<file path="config.mk">
export PLATFORM = sky130hd
export DESIGN_NAME = tpg_top
export DESIGN_NICKNAME = d
export VERILOG_FILES = /design/src/rtl/tpg_pkg.sv /design/src/rtl/tpg_top.sv
export SDC_FILE = /design/constraint.sdc
export NUM_CORES = 1
export LEC_CHECK = 0
export ABC_AREA = 1
export BUFFER_PORTS_ARGS = -buffer_cell sky130_fd_sc_hd__buf_2
export CAP_MARGIN = 40
export CORE_MARGIN = 2
export CORE_UTILIZATION = 58
export CTS_CLUSTER_SIZE = 8
export DETAILED_ROUTE_END_ITERATION = 6
export PLACE_DENSITY = 0.82
export SYNTH_ARGS = -nofsm -noshare
export SYNTH_HDL_FRONTEND = slang
export SYNTH_SLANG_ARGS = --single-unit
</file>
<file path="constraint.sdc">
create_clock -name clk -period 3.7 [get_ports clk]
set_clock_uncertainty 0.2 [all_clocks]
set_input_delay 0.185 -clock clk [delete_from_list [all_inputs] [get_ports clk]]
set_output_delay 0.185 -clock clk [all_outputs]
set_load 0.01 [all_outputs]
</file>
<file path="src/rtl/tpg_pkg.sv">
package tpg_pkg;

  ////////////////////////////////////////////////////////////////////////////////
  // Register map, word aligned byte addresses.
  localparam logic [7:0] ADDR_SCALE_SELECT = 8'h00;
  localparam logic [7:0] ADDR_CAPABILITY = 8'h04;
  localparam logic [7:0] ADDR_MODE_CONTROL = 8'h08;
  localparam logic [7:0] ADDR_STATUS = 8'h0C;

  // Field positions shared by the capability and mode control registers.
  localparam int CONTINUOUS_MODE_POS = 17;
  localparam int TIMED_MODE_POS = 16;
  localparam int ONES_ZEROS_POS = 3;
  localparam int ALTERNATING_BYTE_POS = 2;
  localparam int WALKING_ZERO_POS = 1;
  localparam int WALKING_ONE_POS = 0;

  // Trigger scale select stages, as exponents of two.
  localparam int SCALE_STAGES = 5;
  localparam logic [4:0] SCALE_EXP_65536 = 5'h10;
  localparam logic [4:0] SCALE_EXP_256 = 5'h08;
  localparam logic [4:0] SCALE_EXP_16 = 5'h04;
  localparam logic [4:0] SCALE_EXP_4 = 5'h02;
  localparam logic [4:0] SCALE_EXP_2 = 5'h01;

  // Reset values.
  localparam logic [4:0] SCALE_RESET = 5'h00;
  localparam logic [17:0] MODE_RESET = 18'h00000;

  // Capability word: both modes and all four patterns are supported.
  localparam logic [31:0] CAPABILITY_VALUE = 32'h0003000F;

  // Trace port width and pattern byte values.
  localparam int TRACE_WIDTH = 32;
  localparam logic [7:0] BYTE_ALL_ONES = 8'hFF;
  localparam logic [7:0] BYTE_ALL_ZEROS = 8'h00;
  localparam logic [7:0] BYTE_ALT_A = 8'hAA;
  localparam logic [7:0] BYTE_ALT_B = 8'h55;

  // Register port request.
  typedef struct packed {
    logic [7:0] addr;
    logic [31:0] wdata;
    logic write;
    logic read;
  } tpg_bus_req_type;

  // Complete state of the block.
  typedef struct packed {
    logic [4:0] scale;
    logic cont;
    logic timed;
    logic [3:0] pat_en;
    logic armed;
    logic [7:0] trig_cnt;
    logic [30:0] prescale;
    logic trig_pulse;
    logic [1:0] pat_sel;
    logic [7:0] rep_cnt;
    logic [4:0] step;
    logic active;
    logic [31:0] trace;
    logic [31:0] rdata;
  } tpg_state_type;

endpackage : tpg_pkg

</file>
<file path="src/rtl/tpg_top.sv">
// Summary of operation
// Scale select bit four multiplies the trigger count by 65536.
// Scale select bit three multiplies the trigger count by 256.
// Scale select bit two multiplies the trigger count by 16.
// Scale select bit one multiplies the trigger count by 4.
// Scale select bit zero multiplies the trigger count by 2.
// Enabled stages combine multiplicatively; all clear means a multiplier of one.
// Writing the scale select reloads the trigger counter and clears the prescaler.
// A read-only capability register lists the patterns the port can drive.
// Capability bit seventeen reads one: continuous mode supported.
// Capability bit sixteen reads one: timed mode supported.
// Capability bits three to zero read one: all four patterns supported.
// Continuous and timed mode are never both selected.
// Any combination of the four pattern enables may be set together.
// Timed mode clears itself after its cycles and returns to off.
// The mode control register resets to zero: off, no pattern.
// Mode control bit seventeen enables continuous mode.
// Mode control bit sixteen enables timed mode.
// Mode control bit three enables the all-ones/all-zeros pattern.
// Mode control bit two enables the AA/55 pattern.
// Mode control bit one enables the walking zeros pattern.
// Mode control bit zero enables the walking ones pattern.
// Each pattern runs for the repeat count of cycles (one cycle for a count of zero), then moves on.
// Walking patterns shift one bit per cycle; byte patterns alternate per cycle.
// Patterns run lowest enabled bit first, repeating while continuous mode holds.
//
// The strobed register port and the register addresses were chosen for this implementation.
module tpg_top (
  // Clock and reset.
  input wire logic clk,
  input wire logic reset_n,
  // Register port.
  input tpg_pkg::tpg_bus_req_type reg_req,
  output logic [31:0] reg_rdata,
  // Trigger counter inputs from the formatter.
  input wire logic [7:0] trigger_word_count,
  input wire logic trigger_event,
  input wire logic word_strobe,
  // Pattern repeat count from its own register.
  input wire logic [7:0] pattern_repeat_count,
  // Trace port outputs.
  output logic trigger_insert,
  output logic pattern_active,
  output logic [31:0] trace_data
);

  ////////////////////////////////////////////////////////////////////////////////
  // Helper functions.

  // Next enabled pattern above cur, wrapping around to the lowest.
  function automatic logic [1:0] next_pattern(input logic [3:0] en, input logic [1:0] cur);
    logic [1:0] idx;
    logic [1:0] found;
    logic hit;
    found = cur;
    hit = 1'b0;
    for (int i = 1; i <= 4; i++) begin
      idx = 2'(cur + 2'(i));
      if (!hit && en[idx]) begin
        found = idx;
        hit = 1'b1;
      end
    end
    return found;
  endfunction : next_pattern

  // Lowest enabled pattern, which is where every sequence starts.
  function automatic logic [1:0] first_pattern(input logic [3:0] en);
    logic [1:0] found;
    logic hit;
    found = 2'h0;
    hit = 1'b0;
    for (int i = 0; i < 4; i++) begin
      if (!hit && en[i]) begin
        found = 2'(i);
        hit = 1'b1;
      end
    end
    return found;
  endfunction : first_pattern

  // Pattern word for a given pattern and step within it.
  function automatic logic [31:0] pattern_word(input logic [1:0] sel, input logic [4:0] step);
    logic [31:0] word;
    word = 32'h00000000;
    unique case (sel)
      2'(tpg_pkg::WALKING_ONE_POS): word = 32'h00000001 << step;
      2'(tpg_pkg::WALKING_ZERO_POS): word = ~(32'h00000001 << step);
      2'(tpg_pkg::ALTERNATING_BYTE_POS): word = {4{step[0] ? tpg_pkg::BYTE_ALT_B
                                                          : tpg_pkg::BYTE_ALT_A}};
      2'(tpg_pkg::ONES_ZEROS_POS): word = {4{step[0] ? tpg_pkg::BYTE_ALL_ZEROS
                                                     : tpg_pkg::BYTE_ALL_ONES}};
    endcase
    return word;
  endfunction : pattern_word

  ////////////////////////////////////////////////////////////////////////////////
  // State.

  tpg_pkg::tpg_state_type state_reg;
  tpg_pkg::tpg_state_type state_next;

  logic [4:0] scale_exp;
  logic [30:0] prescale_last;
  logic prescale_wrap;
  logic scale_write;
  logic mode_write;
  logic [31:0] mode_word;
  logic [31:0] status_word;
  logic run_ok;
  logic pattern_done;
  logic [1:0] pat_following;
  logic pass_end;

  // Total exponent of the enabled stages; the product of powers of two is a sum.
  always_comb begin
    scale_exp = 5'h00;
    if (state_reg.scale[4]) scale_exp = 5'(scale_exp + tpg_pkg::SCALE_EXP_65536);
    if (state_reg.scale[3]) scale_exp = 5'(scale_exp + tpg_pkg::SCALE_EXP_256);
    if (state_reg.scale[2]) scale_exp = 5'(scale_exp + tpg_pkg::SCALE_EXP_16);
    if (state_reg.scale[1]) scale_exp = 5'(scale_exp + tpg_pkg::SCALE_EXP_4);
    if (state_reg.scale[0]) scale_exp = 5'(scale_exp + tpg_pkg::SCALE_EXP_2);
  end

  // The prescaler wraps after 2^exp words; with no stage enabled that is every word.
  assign prescale_last = 31'((32'h00000001 << scale_exp) - 32'h00000001);
  assign prescale_wrap = state_reg.prescale == prescale_last;

  // Register decode.
  assign scale_write = reg_req.write && reg_req.addr == tpg_pkg::ADDR_SCALE_SELECT;
  assign mode_write = reg_req.write && reg_req.addr == tpg_pkg::ADDR_MODE_CONTROL;

  // Read views of the mode control and status registers.
  always_comb begin
    mode_word = 32'h00000000;
    mode_word[tpg_pkg::CONTINUOUS_MODE_POS] = state_reg.cont;
    mode_word[tpg_pkg::TIMED_MODE_POS] = state_reg.timed;
    mode_word[3:0] = state_reg.pat_en;
    status_word = {16'h0000, state_reg.trig_cnt, 3'h0, state_reg.armed,
                   state_reg.active, 1'b0, state_reg.pat_sel};
  end

  // Sequencer decisions for the running pattern.
  assign run_ok = (state_reg.cont || state_reg.timed) && (|state_reg.pat_en);
  assign pattern_done = state_reg.rep_cnt <= 8'h01;
  assign pat_following = next_pattern(state_reg.pat_en, state_reg.pat_sel);
  // A pass ends when the next enabled pattern is not above the current one.
  assign pass_end = pat_following <= state_reg.pat_sel;

  ////////////////////////////////////////////////////////////////////////////////
  // Next state.

  // Hardware updates are applied first so that a software write in the same
  // cycle overrides them; a mode write always wins over the timed auto clear.
  always_comb begin
    state_next = state_reg;
    state_next.trig_pulse = 1'b0;

    // Trigger counter: load on an event, count words through the prescaler.
    if (trigger_event && !state_reg.armed) begin
      if (trigger_word_count == 8'h00) begin
        state_next.trig_pulse = 1'b1;
      end else begin
        state_next.armed = 1'b1;
        state_next.trig_cnt = trigger_word_count;
        state_next.prescale = 31'h00000000;
      end
    end else if (state_reg.armed && word_strobe) begin
      if (prescale_wrap) begin
        state_next.prescale = 31'h00000000;
        if (state_reg.trig_cnt <= 8'h01) begin
          state_next.trig_cnt = 8'h00;
          state_next.armed = 1'b0;
          state_next.trig_pulse = 1'b1;
        end else begin
          state_next.trig_cnt = 8'(state_reg.trig_cnt - 8'h01);
        end
      end else begin
        state_next.prescale = 31'(state_reg.prescale + 31'h00000001);
      end
    end

    // A scale write restarts the count from the programmed value.
    if (scale_write) begin
      state_next.scale = reg_req.wdata[tpg_pkg::SCALE_STAGES-1:0];
      state_next.trig_cnt = trigger_word_count;
      state_next.prescale = 31'h00000000;
    end

    // Pattern sequencer.
    if (run_ok) begin
      state_next.active = 1'b1;
      state_next.trace = pattern_word(state_reg.pat_sel, state_reg.step);
      state_next.step = 5'(state_reg.step + 5'h01);
      state_next.rep_cnt = 8'(state_reg.rep_cnt - 8'h01);
      if (pattern_done) begin
        state_next.pat_sel = pat_following;
        state_next.step = 5'h00;
        state_next.rep_cnt = pattern_repeat_count;
        if (state_reg.timed && pass_end) begin
          state_next.timed = 1'b0;
        end
      end
    end else begin
      state_next.active = 1'b0;
      state_next.trace = 32'h00000000;
      state_next.step = 5'h00;
    end

    // Mode write: continuous takes precedence so both modes never coexist.
    if (mode_write) begin
      state_next.cont = reg_req.wdata[tpg_pkg::CONTINUOUS_MODE_POS];
      state_next.timed = reg_req.wdata[tpg_pkg::TIMED_MODE_POS] &&
                         !reg_req.wdata[tpg_pkg::CONTINUOUS_MODE_POS];
      state_next.pat_en[tpg_pkg::ONES_ZEROS_POS] =
        reg_req.wdata[tpg_pkg::ONES_ZEROS_POS];
      state_next.pat_en[tpg_pkg::ALTERNATING_BYTE_POS] =
        reg_req.wdata[tpg_pkg::ALTERNATING_BYTE_POS];
      state_next.pat_en[tpg_pkg::WALKING_ZERO_POS] =
        reg_req.wdata[tpg_pkg::WALKING_ZERO_POS];
      state_next.pat_en[tpg_pkg::WALKING_ONE_POS] =
        reg_req.wdata[tpg_pkg::WALKING_ONE_POS];
      state_next.pat_sel = first_pattern(reg_req.wdata[3:0]);
      state_next.step = 5'h00;
      state_next.rep_cnt = pattern_repeat_count;
    end

    // Read data stands only in the cycle after the read strobe.
    state_next.rdata = 32'h00000000;
    if (reg_req.read) begin
      unique case (reg_req.addr)
        tpg_pkg::ADDR_SCALE_SELECT: state_next.rdata = {27'h0000000, state_reg.scale};
        tpg_pkg::ADDR_CAPABILITY: state_next.rdata = tpg_pkg::CAPABILITY_VALUE;
        tpg_pkg::ADDR_MODE_CONTROL: state_next.rdata = mode_word;
        tpg_pkg::ADDR_STATUS: state_next.rdata = status_word;
        default: state_next.rdata = 32'h00000000;
      endcase
    end
  end

  ////////////////////////////////////////////////////////////////////////////////
  // State register.

  // Synchronous reset; the mode control fields come back as off with no pattern.
  always_ff @(posedge clk) begin
    if (!reset_n) begin
      state_reg <= '0;
      state_reg.scale <= tpg_pkg::SCALE_RESET;
      {state_reg.cont, state_reg.timed} <= tpg_pkg::MODE_RESET[17:16];
      state_reg.pat_en <= tpg_pkg::MODE_RESET[3:0];
    end else begin
      state_reg <= state_next;
    end
  end

  // Outputs, all straight from flip-flops.
  assign reg_rdata = state_reg.rdata;
  assign trigger_insert = state_reg.trig_pulse;
  assign pattern_active = state_reg.active;
  assign trace_data = state_reg.trace;

  ////////////////////////////////////////////////////////////////////////////////
  // Assertions.

  // The two mode bits are never set together.
  a_mode_exclusive: assert property (@(posedge clk) disable iff (!reset_n)
    !(state_reg.cont && state_reg.timed))
    else $error("Continuous and timed mode both set.");

  // A capability read returns the fixed capability word next cycle.
  a_capability_read: assert property (@(posedge clk) disable iff (!reset_n)
    reg_req.read && reg_req.addr == tpg_pkg::ADDR_CAPABILITY |=> reg_rdata == 32'h0003000F)
    else $error("Capability word wrong.");

  // Reset leaves the mode control at zero.
  a_mode_reset: assert property (@(posedge clk)
    !reset_n |=> !state_reg.cont && !state_reg.timed && state_reg.pat_en == 4'h0)
    else $error("Mode control not zero after reset.");

  // A scale write reloads the trigger count and clears the prescaler.
  a_scale_reload: assert property (@(posedge clk) disable iff (!reset_n)
    scale_write |=> state_reg.prescale == 31'h00000000 &&
                    state_reg.trig_cnt == $past(trigger_word_count))
    else $error("Scale write did not reload the counter.");

  // With only bit zero set the prescaler wraps after two words.
  a_scale_by_two: assert property (@(posedge clk) disable iff (!reset_n)
    state_reg.scale == 5'h01 |-> prescale_last == 31'h00000001)
    else $error("Scale by two wrong.");

  // All stages together give a multiplier of two to the thirty-first.
  a_scale_full: assert property (@(posedge clk) disable iff (!reset_n)
    state_reg.scale == 5'h1F |-> prescale_last == 31'h7FFFFFFF)
    else $error("Full scale wrong.");

  // With no stage enabled every word decrements the armed trigger counter.
  a_scale_unity: assert property (@(posedge clk) disable iff (!reset_n)
    state_reg.scale == 5'h00 && state_reg.armed && word_strobe && !scale_write &&
    state_reg.trig_cnt > 8'h01 |=> state_reg.trig_cnt == $past(state_reg.trig_cnt) - 8'h01)
    else $error("Unity scale did not count.");

  // Walking ones shows a single set bit on the port.
  a_walking_one: assert property (@(posedge clk) disable iff (!reset_n)
    run_ok && state_reg.pat_sel == 2'h0 |=> $onehot(trace_data))
    else $error("Walking ones not one-hot.");

  // Timed mode drops once its last pattern ends, unless software rewrites it.
  a_timed_clear: assert property (@(posedge clk) disable iff (!reset_n)
    state_reg.timed && run_ok && pattern_done && pass_end && !mode_write |=> !state_reg.timed)
    else $error("Timed mode did not clear.");

  // A pattern lasts the repeat count before the selection moves on.
  a_pattern_hold: assert property (@(posedge clk) disable iff (!reset_n)
    run_ok && !pattern_done && !mode_write |=> state_reg.pat_sel == $past(state_reg.pat_sel))
    else $error("Pattern switched early.");

  // Main scenarios.
  c_trigger_fired: cover property (@(posedge clk) disable iff (!reset_n) trigger_insert);
  c_timed_run: cover property (@(posedge clk) disable iff (!reset_n)
    state_reg.timed ##1 !state_reg.timed);
  c_all_patterns: cover property (@(posedge clk) disable iff (!reset_n)
    state_reg.cont && state_reg.pat_en == 4'hF && pattern_done);
  c_scaled_count: cover property (@(posedge clk) disable iff (!reset_n)
    state_reg.scale != 5'h00 && prescale_wrap && word_strobe);

endmodule : tpg_top

</file>
==> out/metrics.json, run 1 <==
{
  "hpwlAfterDp_um": 13640,
  "post-synth-top-area-cell": "dfxtp_1",
  "crit_top_cell": "inv_1",
  "worst_setup_path_startpoint": "reg_req[34]",
  "endpoint_kind": "flip-flop",
  "routed_via_density": 5.552,
  "postLayoutCoreUtil": 0.6688,
  "slowest_delay_ns": 0.58,
  "drt_pass1_iterations": 7,
  "met2_usage": 0.4763,
  "initial_utilization": 0.5878,
  "grt-busiest-layer": "met2",
  "power_leakage_nw": 3.830,
  "critical_path_class": "primary input to flip-flop",
  "tns_ns": 0,
  "route.detailed.drc": 9,
  "grt_use_met1": 0.3505,
  "detailroute.via_count": 7728,
  "gp_routability_congestion": 0.9255,
  "diodes": 0,
  "worst_ep_arrival_time_ns": 3.62,
  "ys.flop_type": "dfxtp_1",
  "final_min_period_over_clock_period": 0.9354,
  "die_h_um": 119.4,
  "cts.repair_timing.setup_buffer_count": 0,
  "report.final.hold_viol_count": 0,
  "hold_class": "primary input to flip-flop",
  "fmax_mhz": 288.9,
  "timing.critical_path.fanout_max": 9,
  "cap_viol_max_count": 0,
  "clock_tree.buffer_depth": 2,
  "layout_min_cycle_time_ns": 3.461,
  "detail_route.wirelength_um": 19790,
  "synth_seq_area_share": 0.2981,
  "violations": "DRC",
  "synth_seq_cells": 115,
  "status": "finished, violations left",
  "grt_total_usage": 0.2818,
  "tritoncts": "built",
  "path_clk_slew_ns": 0.06,
  "pwr_density_cell_nw_per_um2": 380.1,
  "r2r_setup_slack_ns": 0.35,
  "worst_ep_required_time_ns": 3.86,
  "largest_register_ffs": 60,
  "synthDominantCellAreaShare": 0.2981,
  "netlist_top_cells_area": "dfxtp_1 (30%), nand2_1 (11%), nor2_1 (7.0%)",
  "rows": 42,
  "final_nets": 1283,
  "use_met3": 0.06705,
  "critical_path.cell_chain": "dlygate4sd3_1 -> buf_2 -> nor2_1 -> dlygate4sd3_1 -> inv_1 -> nor4_4 -> inv_1 -> nor2_2 -> inv_1 -> nand3_1 -> o21ai_0 -> inv_1 -> nand2_4 -> clkinv_2 -> nor2_1 -> nor2_1",
  "placedCellCount": 1332,
  "grt_setup_unrepaired": "no",
  "synth_enable_flop_cells": 0,
  "crit-reg2reg-capture": "mode_word[16]",
  "die_width_um": 119.4,
  "yosysMostFrequentCell": "nand2_1",
  "antenna_violating_nets_post_route": 0,
  "worstReg2RegStart": "state_reg[78]",
  "areaGrowthSynthToFinish_pct": 13.77,
  "antenna_found_initial": 0,
  "drt_iter0_markers": 842,
  "tightest_slew_ns": 0.8103,
  "synth.avg_cell_area_um2": 6.744,
  "critical_path.endpoint": "state_reg[117]",
  "htreeDepth": 4,
  "power.ir.vdd_worst_mv": 0.2662,
  "pre_cts_ws_ns": 0.4471,
  "async_reset_ff_frac": 0,
  "cts_num_sinks": 115,
  "synth.top_cells.by_count": "nand2_1 (226), nor2_1 (143), inv_1 (116), dfxtp_1 (115), a21oi_1 (75)",
  "boundaryPins": 128,
  "setup-violations-final": 0,
  "worst_slew_margin_rel": 0.4591,
  "min-delay-start": "reg_req[0]",
  "synthCells": 1145,
  "detail_route.wl_per_cell_um": 14.22,
  "vias_in_the_first_global_route": 7054,
  "core-area_um2": 13140,
  "synth_area_um2": 7722,
  "drive_above_1_share": 0.1488,
  "root_buffer": "clkbuf_16",
  "synthDistinctLibCells": 49,
  "worst_skew_pair.late_latency_ns": 0.43,
  "final_cell_count_without_fillers": 1392,
  "ys_warn_count": 0,
  "critPathSlowestCell": "dlygate4sd3_1",
  "port_buffers": 85,
  "finalWorstSetupSlack_ns": 0.2391,
  "grt_max_degree": 32,
  "ff2ff_path_depth": 18,
  "die-area_um2": 14250,
  "overflow": 0,
  "cts-buffers-inserted": 17,
  "critPathLaunchType": "primary input",
  "grt_first_pass_wirelength_um": 32840,
  "report.final.slew_viol_count": 0
}
[cell families (layout without fill, tap and decap cells)]
logic type | after synthesis | in the layout | synth area share
xor gates and xnor gates | 47 | 47 | 0.05331
DFF | 115 | 115 | 0.2981
buffers and inverters | 229 | 284 | 0.1465
other | 1 | 17 | 0.0004856
AOI/OAI and AO/OA | 184 | 184 | 0.1476
muxes | 1 | 1 | 0.001296
and+or+nand+nor | 550 | 550 | 0.3236
adders and majority gates | 18 | 18 | 0.02916
[stage by stage]
stage	hold slack (ns)	power [mW]	area, um^2
final	0.01219	3.340	8786
after global routing	0.02375	3.453	8786
after CTS	0.001856	3.342	8786
after detailed placement	0.2567	1.555	7859
after global placement	0.2534	1.550	7848
after floorplan	0.1233	1.496	7782
[where the power goes]
group / total, mW / internal [mW] / switching [mW] / leakage, nW
Clock: 1.78 / 1.17 / 0.612 / 0.315
Combinational: 0.285 / 0.104 / 0.181 / 2.59
Sequential: 1.27 / 1.26 / 0.0171 / 0.928
Total: 3.34 / 2.53 / 0.810 / 3.83
[worst min-delay path by stage]
stage                     to  slack (ns)  depth (start not counted)
4_1_cts         reg_rdata[2]       0.002                          3
3_3_place_gp   mode_word[17]        0.25                          3
6_report        reg_rdata[2]        0.01                          3
2_1_floorplan  state_reg[79]        0.12                          2
5_1_grt         reg_rdata[2]        0.02                          3
3_5_place_dp   mode_word[17]        0.26                          3
[what timing repair did]
action | in CTS | in global routing
endpoints found under the setup margin | 0 | 0
endpoints found under the hold margin | 31 | 0
hold buffers | 28 | 0
gates resized for setup | 0 | 0
[layout make-up]
type	count	area, um^2
Clock inverter	13	193.9
Sequential cell	115	2302
Timing Repair Buffer	123	777.0
Tap cell	176	220.2
Multi-Input combinational cell	817	4349
Fill cell	1122	4352
Clock buffer	19	452.9
Inverter	129	490.5
[worst max-delay path, delay by kind of cell]
kind            cells  cell delay, ns
buf+inv             8            2.10
simple gates        7            1.24
compound gates      1            0.08
[layer usage]
metal / vias up / share of wire
li1: 3837 / -
met3: 45 / 0.071
met4: 0 / 0.024
met1: 3496 / 0.43
met5: - / 0
met2: 350 / 0.47
[cells in the final DEF (no fill, tap or decap), drive strengths merged, types with 3 or more instances in the layout]
master / count
clkbuf: 19
inv: 127
o211ai: 5
o21ai: 49
nor4: 18
nand3b: 13
nand2: 231
or2: 3
xor2: 39
nor2: 154
xnor2: 8
bufinv: 4
ha: 18
conb: 17
o221a: 20
dfxtp: 115
a211oi: 16
nor3: 25
o22ai: 4
a21oi: 75
clkinv: 10
nand3: 74
buf: 95
a31oi: 7
nand4: 31
dlygate4sd3: 28
No activity file was read; power rests on OpenSTA's default activity.
==> run 2, diff against run 1 <==
CORE_ASPECT_RATIO = 0.8   (was unset)
CORE_MARGIN = 1.5   (was 2)
==> run 2 against run 1 <==
Effect of this change: the run now ends clean; largest power group unchanged; wire length decreased by 3.8%; critical path type is now flip-flop to flip-flop; die area decreased by 1.6%; power decreased by 5.6%; critical endpoint is now state_reg[114]; largest cell class unchanged; hold slack got worse by 0.0036 ns.
==> out/metrics.json, run 2 (same netlist as run 1, synthesis figures left out) <==
{
  "worst_ep_required_time": {"value": 3.81, "unit": "ns", "change": "-0.05 ns"},
  "path_clk_slew": {"value": 0.05, "unit": "ns", "change": "about the same"},
  "placed_cell_area": {"value": 7865, "unit": "um^2", "change": "about the same"},
  "endpoint_kind": "flip-flop",
  "detailroute.via_count": {"value": 7577, "change": "-2.0%"},
  "detail_route.wl_per_cell": {"value": 13.80, "unit": "um", "change": "-2.9%"},
  "die_h": {"value": 106.2, "unit": "um", "change": "-11%"},
  "worst_skew_pair.late_latency": {"value": 0.42, "unit": "ns", "change": "about the same"},
  "antenna_violating_nets_post_route": {"value": 0, "change": "unchanged"},
  "met2_usage": {"value": 0.4136, "change": "-0.06268"},
  "report.final.slew_viol_count": {"value": 0, "change": "unchanged"},
  "largest_register_ffs": {"value": 60, "change": "unchanged"},
  "fill_cells": {"value": 1136, "change": "+1.2%"},
  "layout_commonest_cell": "nand2_1",
  "die_width": {"value": 132.0, "unit": "um", "change": "+11%"},
  "overflow": {"value": 0, "change": "unchanged"},
  "root_buffer": "clkbuf_16",
  "areaGrowthSynthToFinish_pct": 11.70,
  "cts-buffers-inserted": {"value": 17, "change": "unchanged"},
  "final_instance_area": {"value": 8626, "unit": "um^2", "change": "-1.8%"},
  "postLayoutCoreUtil": {"value": 0.6678, "change": "-0.0009330"},
  "setup-violations-final": {"value": 0, "change": "unchanged"},
  "grt_total_usage": {"value": 0.2760, "change": "-0.005736"},
  "timing.critical_path.fanout_max": {"value": 10, "change": "+1"},
  "grt_max_degree": {"value": 27, "change": "-16%"},
  "route.detailed.drc": {"value": 0, "change": "-9"},
  "fmax": {"value": 303.4, "unit": "MHz", "change": "+5.0%"},
  "cts_repair_resize_count": {"value": 0, "change": "unchanged"},
  "grt_setup_unrepaired": "no",
  "power_leakage": {"value": 3.755, "unit": "nW", "change": "-2.0%"},
  "cts_num_sinks": {"value": 115, "change": "unchanged"},
  "clock_tree.buffer_depth": {"value": 2, "change": "unchanged"},
  "routed_via_density": {"value": 5.491, "change": "-1.1%"},
  "detail_route.wirelength": {"value": 19040, "unit": "um", "change": "-3.8%"},
  "drt_pass1_iterations": {"value": 6, "change": "-1"},
  "layout_min_cycle_time": {"value": 3.296, "unit": "ns", "change": "-0.1650 ns"},
  "drt_iter0_markers": {"value": 716, "change": "-15%"},
  "drive_above_1_share": {"value": 0.1461, "change": "-0.002791"},
  "grt_first_pass_wirelength": {"value": 31730, "unit": "um", "change": "-3.4%"},
  "use_met3": {"value": 0.05389, "change": "-0.01316"},
  "initial_utilization": {"value": 0.5979, "change": "+0.01008"},
  "final_min_period_over_clock_period": {"value": 0.8908, "change": "-0.04460"},
  "status": "finished, final reports clean",
  "boundaryPins": {"value": 128, "change": "unchanged"},
  "grt_use_met1": {"value": 0.3957, "change": "+0.04518"},
  "tightest_slew": {"value": 0.8928, "unit": "ns", "change": "+0.08247 ns"},
  "core-area": {"value": 12920, "unit": "um^2", "change": "-1.7%"},
  "critPathLaunchType": "flip-flop",
  "finalPower": {"value": 3.154, "unit": "mW", "change": "-5.6%"},
  "report.final.hold_viol_count": {"value": 0, "change": "unchanged"},
  "critical_path_class": "flip-flop to flip-flop",
  "gp_routability_congestion": {"value": 0.9610, "change": "+3.8%"},
  "cap_viol_max_count": {"value": 0, "change": "unchanged"},
  "htreeDepth": {"value": 4, "change": "unchanged"},
  "power.ir.vdd_worst": {"value": 0.3470, "unit": "mV", "change": "+30%"},
  "pwr_density_cell": {"value": 365.6, "unit": "nW/um^2", "change": "-3.8%"},
  "antenna_found_initial": {"value": 0, "change": "unchanged"},
  "diodes": {"value": 0, "change": "unchanged"},
  "hpwlAfterDp": {"value": 13600, "unit": "um", "change": "-0.33%"},
  "tns": {"value": 0, "unit": "ns", "change": "unchanged"},
  "die-area": {"value": 14020, "unit": "um^2", "change": "-1.6%"},
  "leading_cell_types_in_the_layout_fill_and_taps_excluded": "nand2_1 (226), nor2_1 (143), inv_1 (116), dfxtp_1 (115), buf_2 (85)",
  "rows": {"value": 37, "change": "-12%"},
  "vias_in_the_first_global_route": {"value": 6681, "change": "-5.3%"},
  "worst_ep_arrival_time": {"value": 3.41, "unit": "ns", "change": "-0.21 ns"},
  "worst_slew_margin_rel": {"value": 0.3993, "change": "-0.05973"},
  "hold_class": "primary input to flip-flop",
  "port_buffers": {"value": 85, "change": "unchanged"},
  "tritoncts": "built",
  "final_nets": {"value": 1274, "change": "-0.70%"},
  "grt-busiest-layer": "met2"
}
==> run 2: cell count changes in the layout (fill, tap and decap cells not counted), sizes merged <==
cell	previous run	this run
bufinv	4	2
clkdlybuf4s15	0	1
buf	95	94
clkinvlp	1	0
clkinv	10	9
inv	127	123
dlygate4sd3	28	19
clkbuf	19	25
==> run 2: timing repair <==
item / CTS / global route
setup buffers: 0 / 0
hold endpoints to repair: 29 / 0
hold buffers: 19 / 0
==> run 2: worst max-delay path: stages, from the launching register on <==
cell      delay [ns]
dfxtp_1         0.57
inv_4           0.11
nand2_2         0.15
nor2_2          0.08
nand2_1         0.13
ha_1            0.30
nand3_2         0.21
nor2_4          0.25
nand2_1         0.11
nand2_1         0.07
nand3_1         0.06
nand2_1         0.07
inv_1           0.04
nand2_1         0.08
nor2_2          0.06
nand3_4         0.16
nand3_4         0.15
nand2_4         0.10
clkinv_2        0.12
nor2_1          0.12
nor2_1          0.05
==> run 2: report_power, final <==
part           switching, mW  internal, mW
Clock                  0.547          1.05
Combinational          0.184         0.102
Sequential            0.0153          1.26
==> run 2: per-layer routing <==
layer | share of wire | vias to the layer above | wire length, um
met2 | 0.42 | 317 | 8064
met1 | 0.48 | 3417 | 9202
li1 | - | 3819 | -
met4 | 0.012 | 0 | 236
met5 | 0 | - | 0
met3 | 0.081 | 24 | 1539
==> run 2: worst paths after layout <==
check / startpoint / end / slack, ns / depth (start not counted)
hold / removal: pattern_repeat_count[7] / state_reg[77] / 0.009 / 5
setup / recovery: state_reg[129] / state_reg[114] / 0.40 / 20
setup reg to reg: state_reg[129] / state_reg[114] / 0.40 / 20
hold reg to reg: state_reg[118] / state_reg[118] / 0.28 / 2
==> run 2: through the flow <==
stage	hold slack (ns)	setup slack, ns	std cells
floorplan	0.1233	0.9899	1161
global placement	0.2640	0.5274	1330
detailed placement	0.2711	0.4620	1331
CTS	0.0002802	0.4641	1380
global route	0.05135	0.1186	1380
finish	0.008558	0.4041	1380
==> run 2: area by class of cell <==
class	instances	area (um^2)	share of cell area
clock inverters	5	75.07	0.008703
flip-flops and latches	115	2302	0.2669
clock buffers	25	495.5	0.05744
well taps	175	219.0	0.02538
multi-input cells	817	4349	0.5042
repair buffers	114	694.4	0.08050
inverters	129	490.5	0.05686
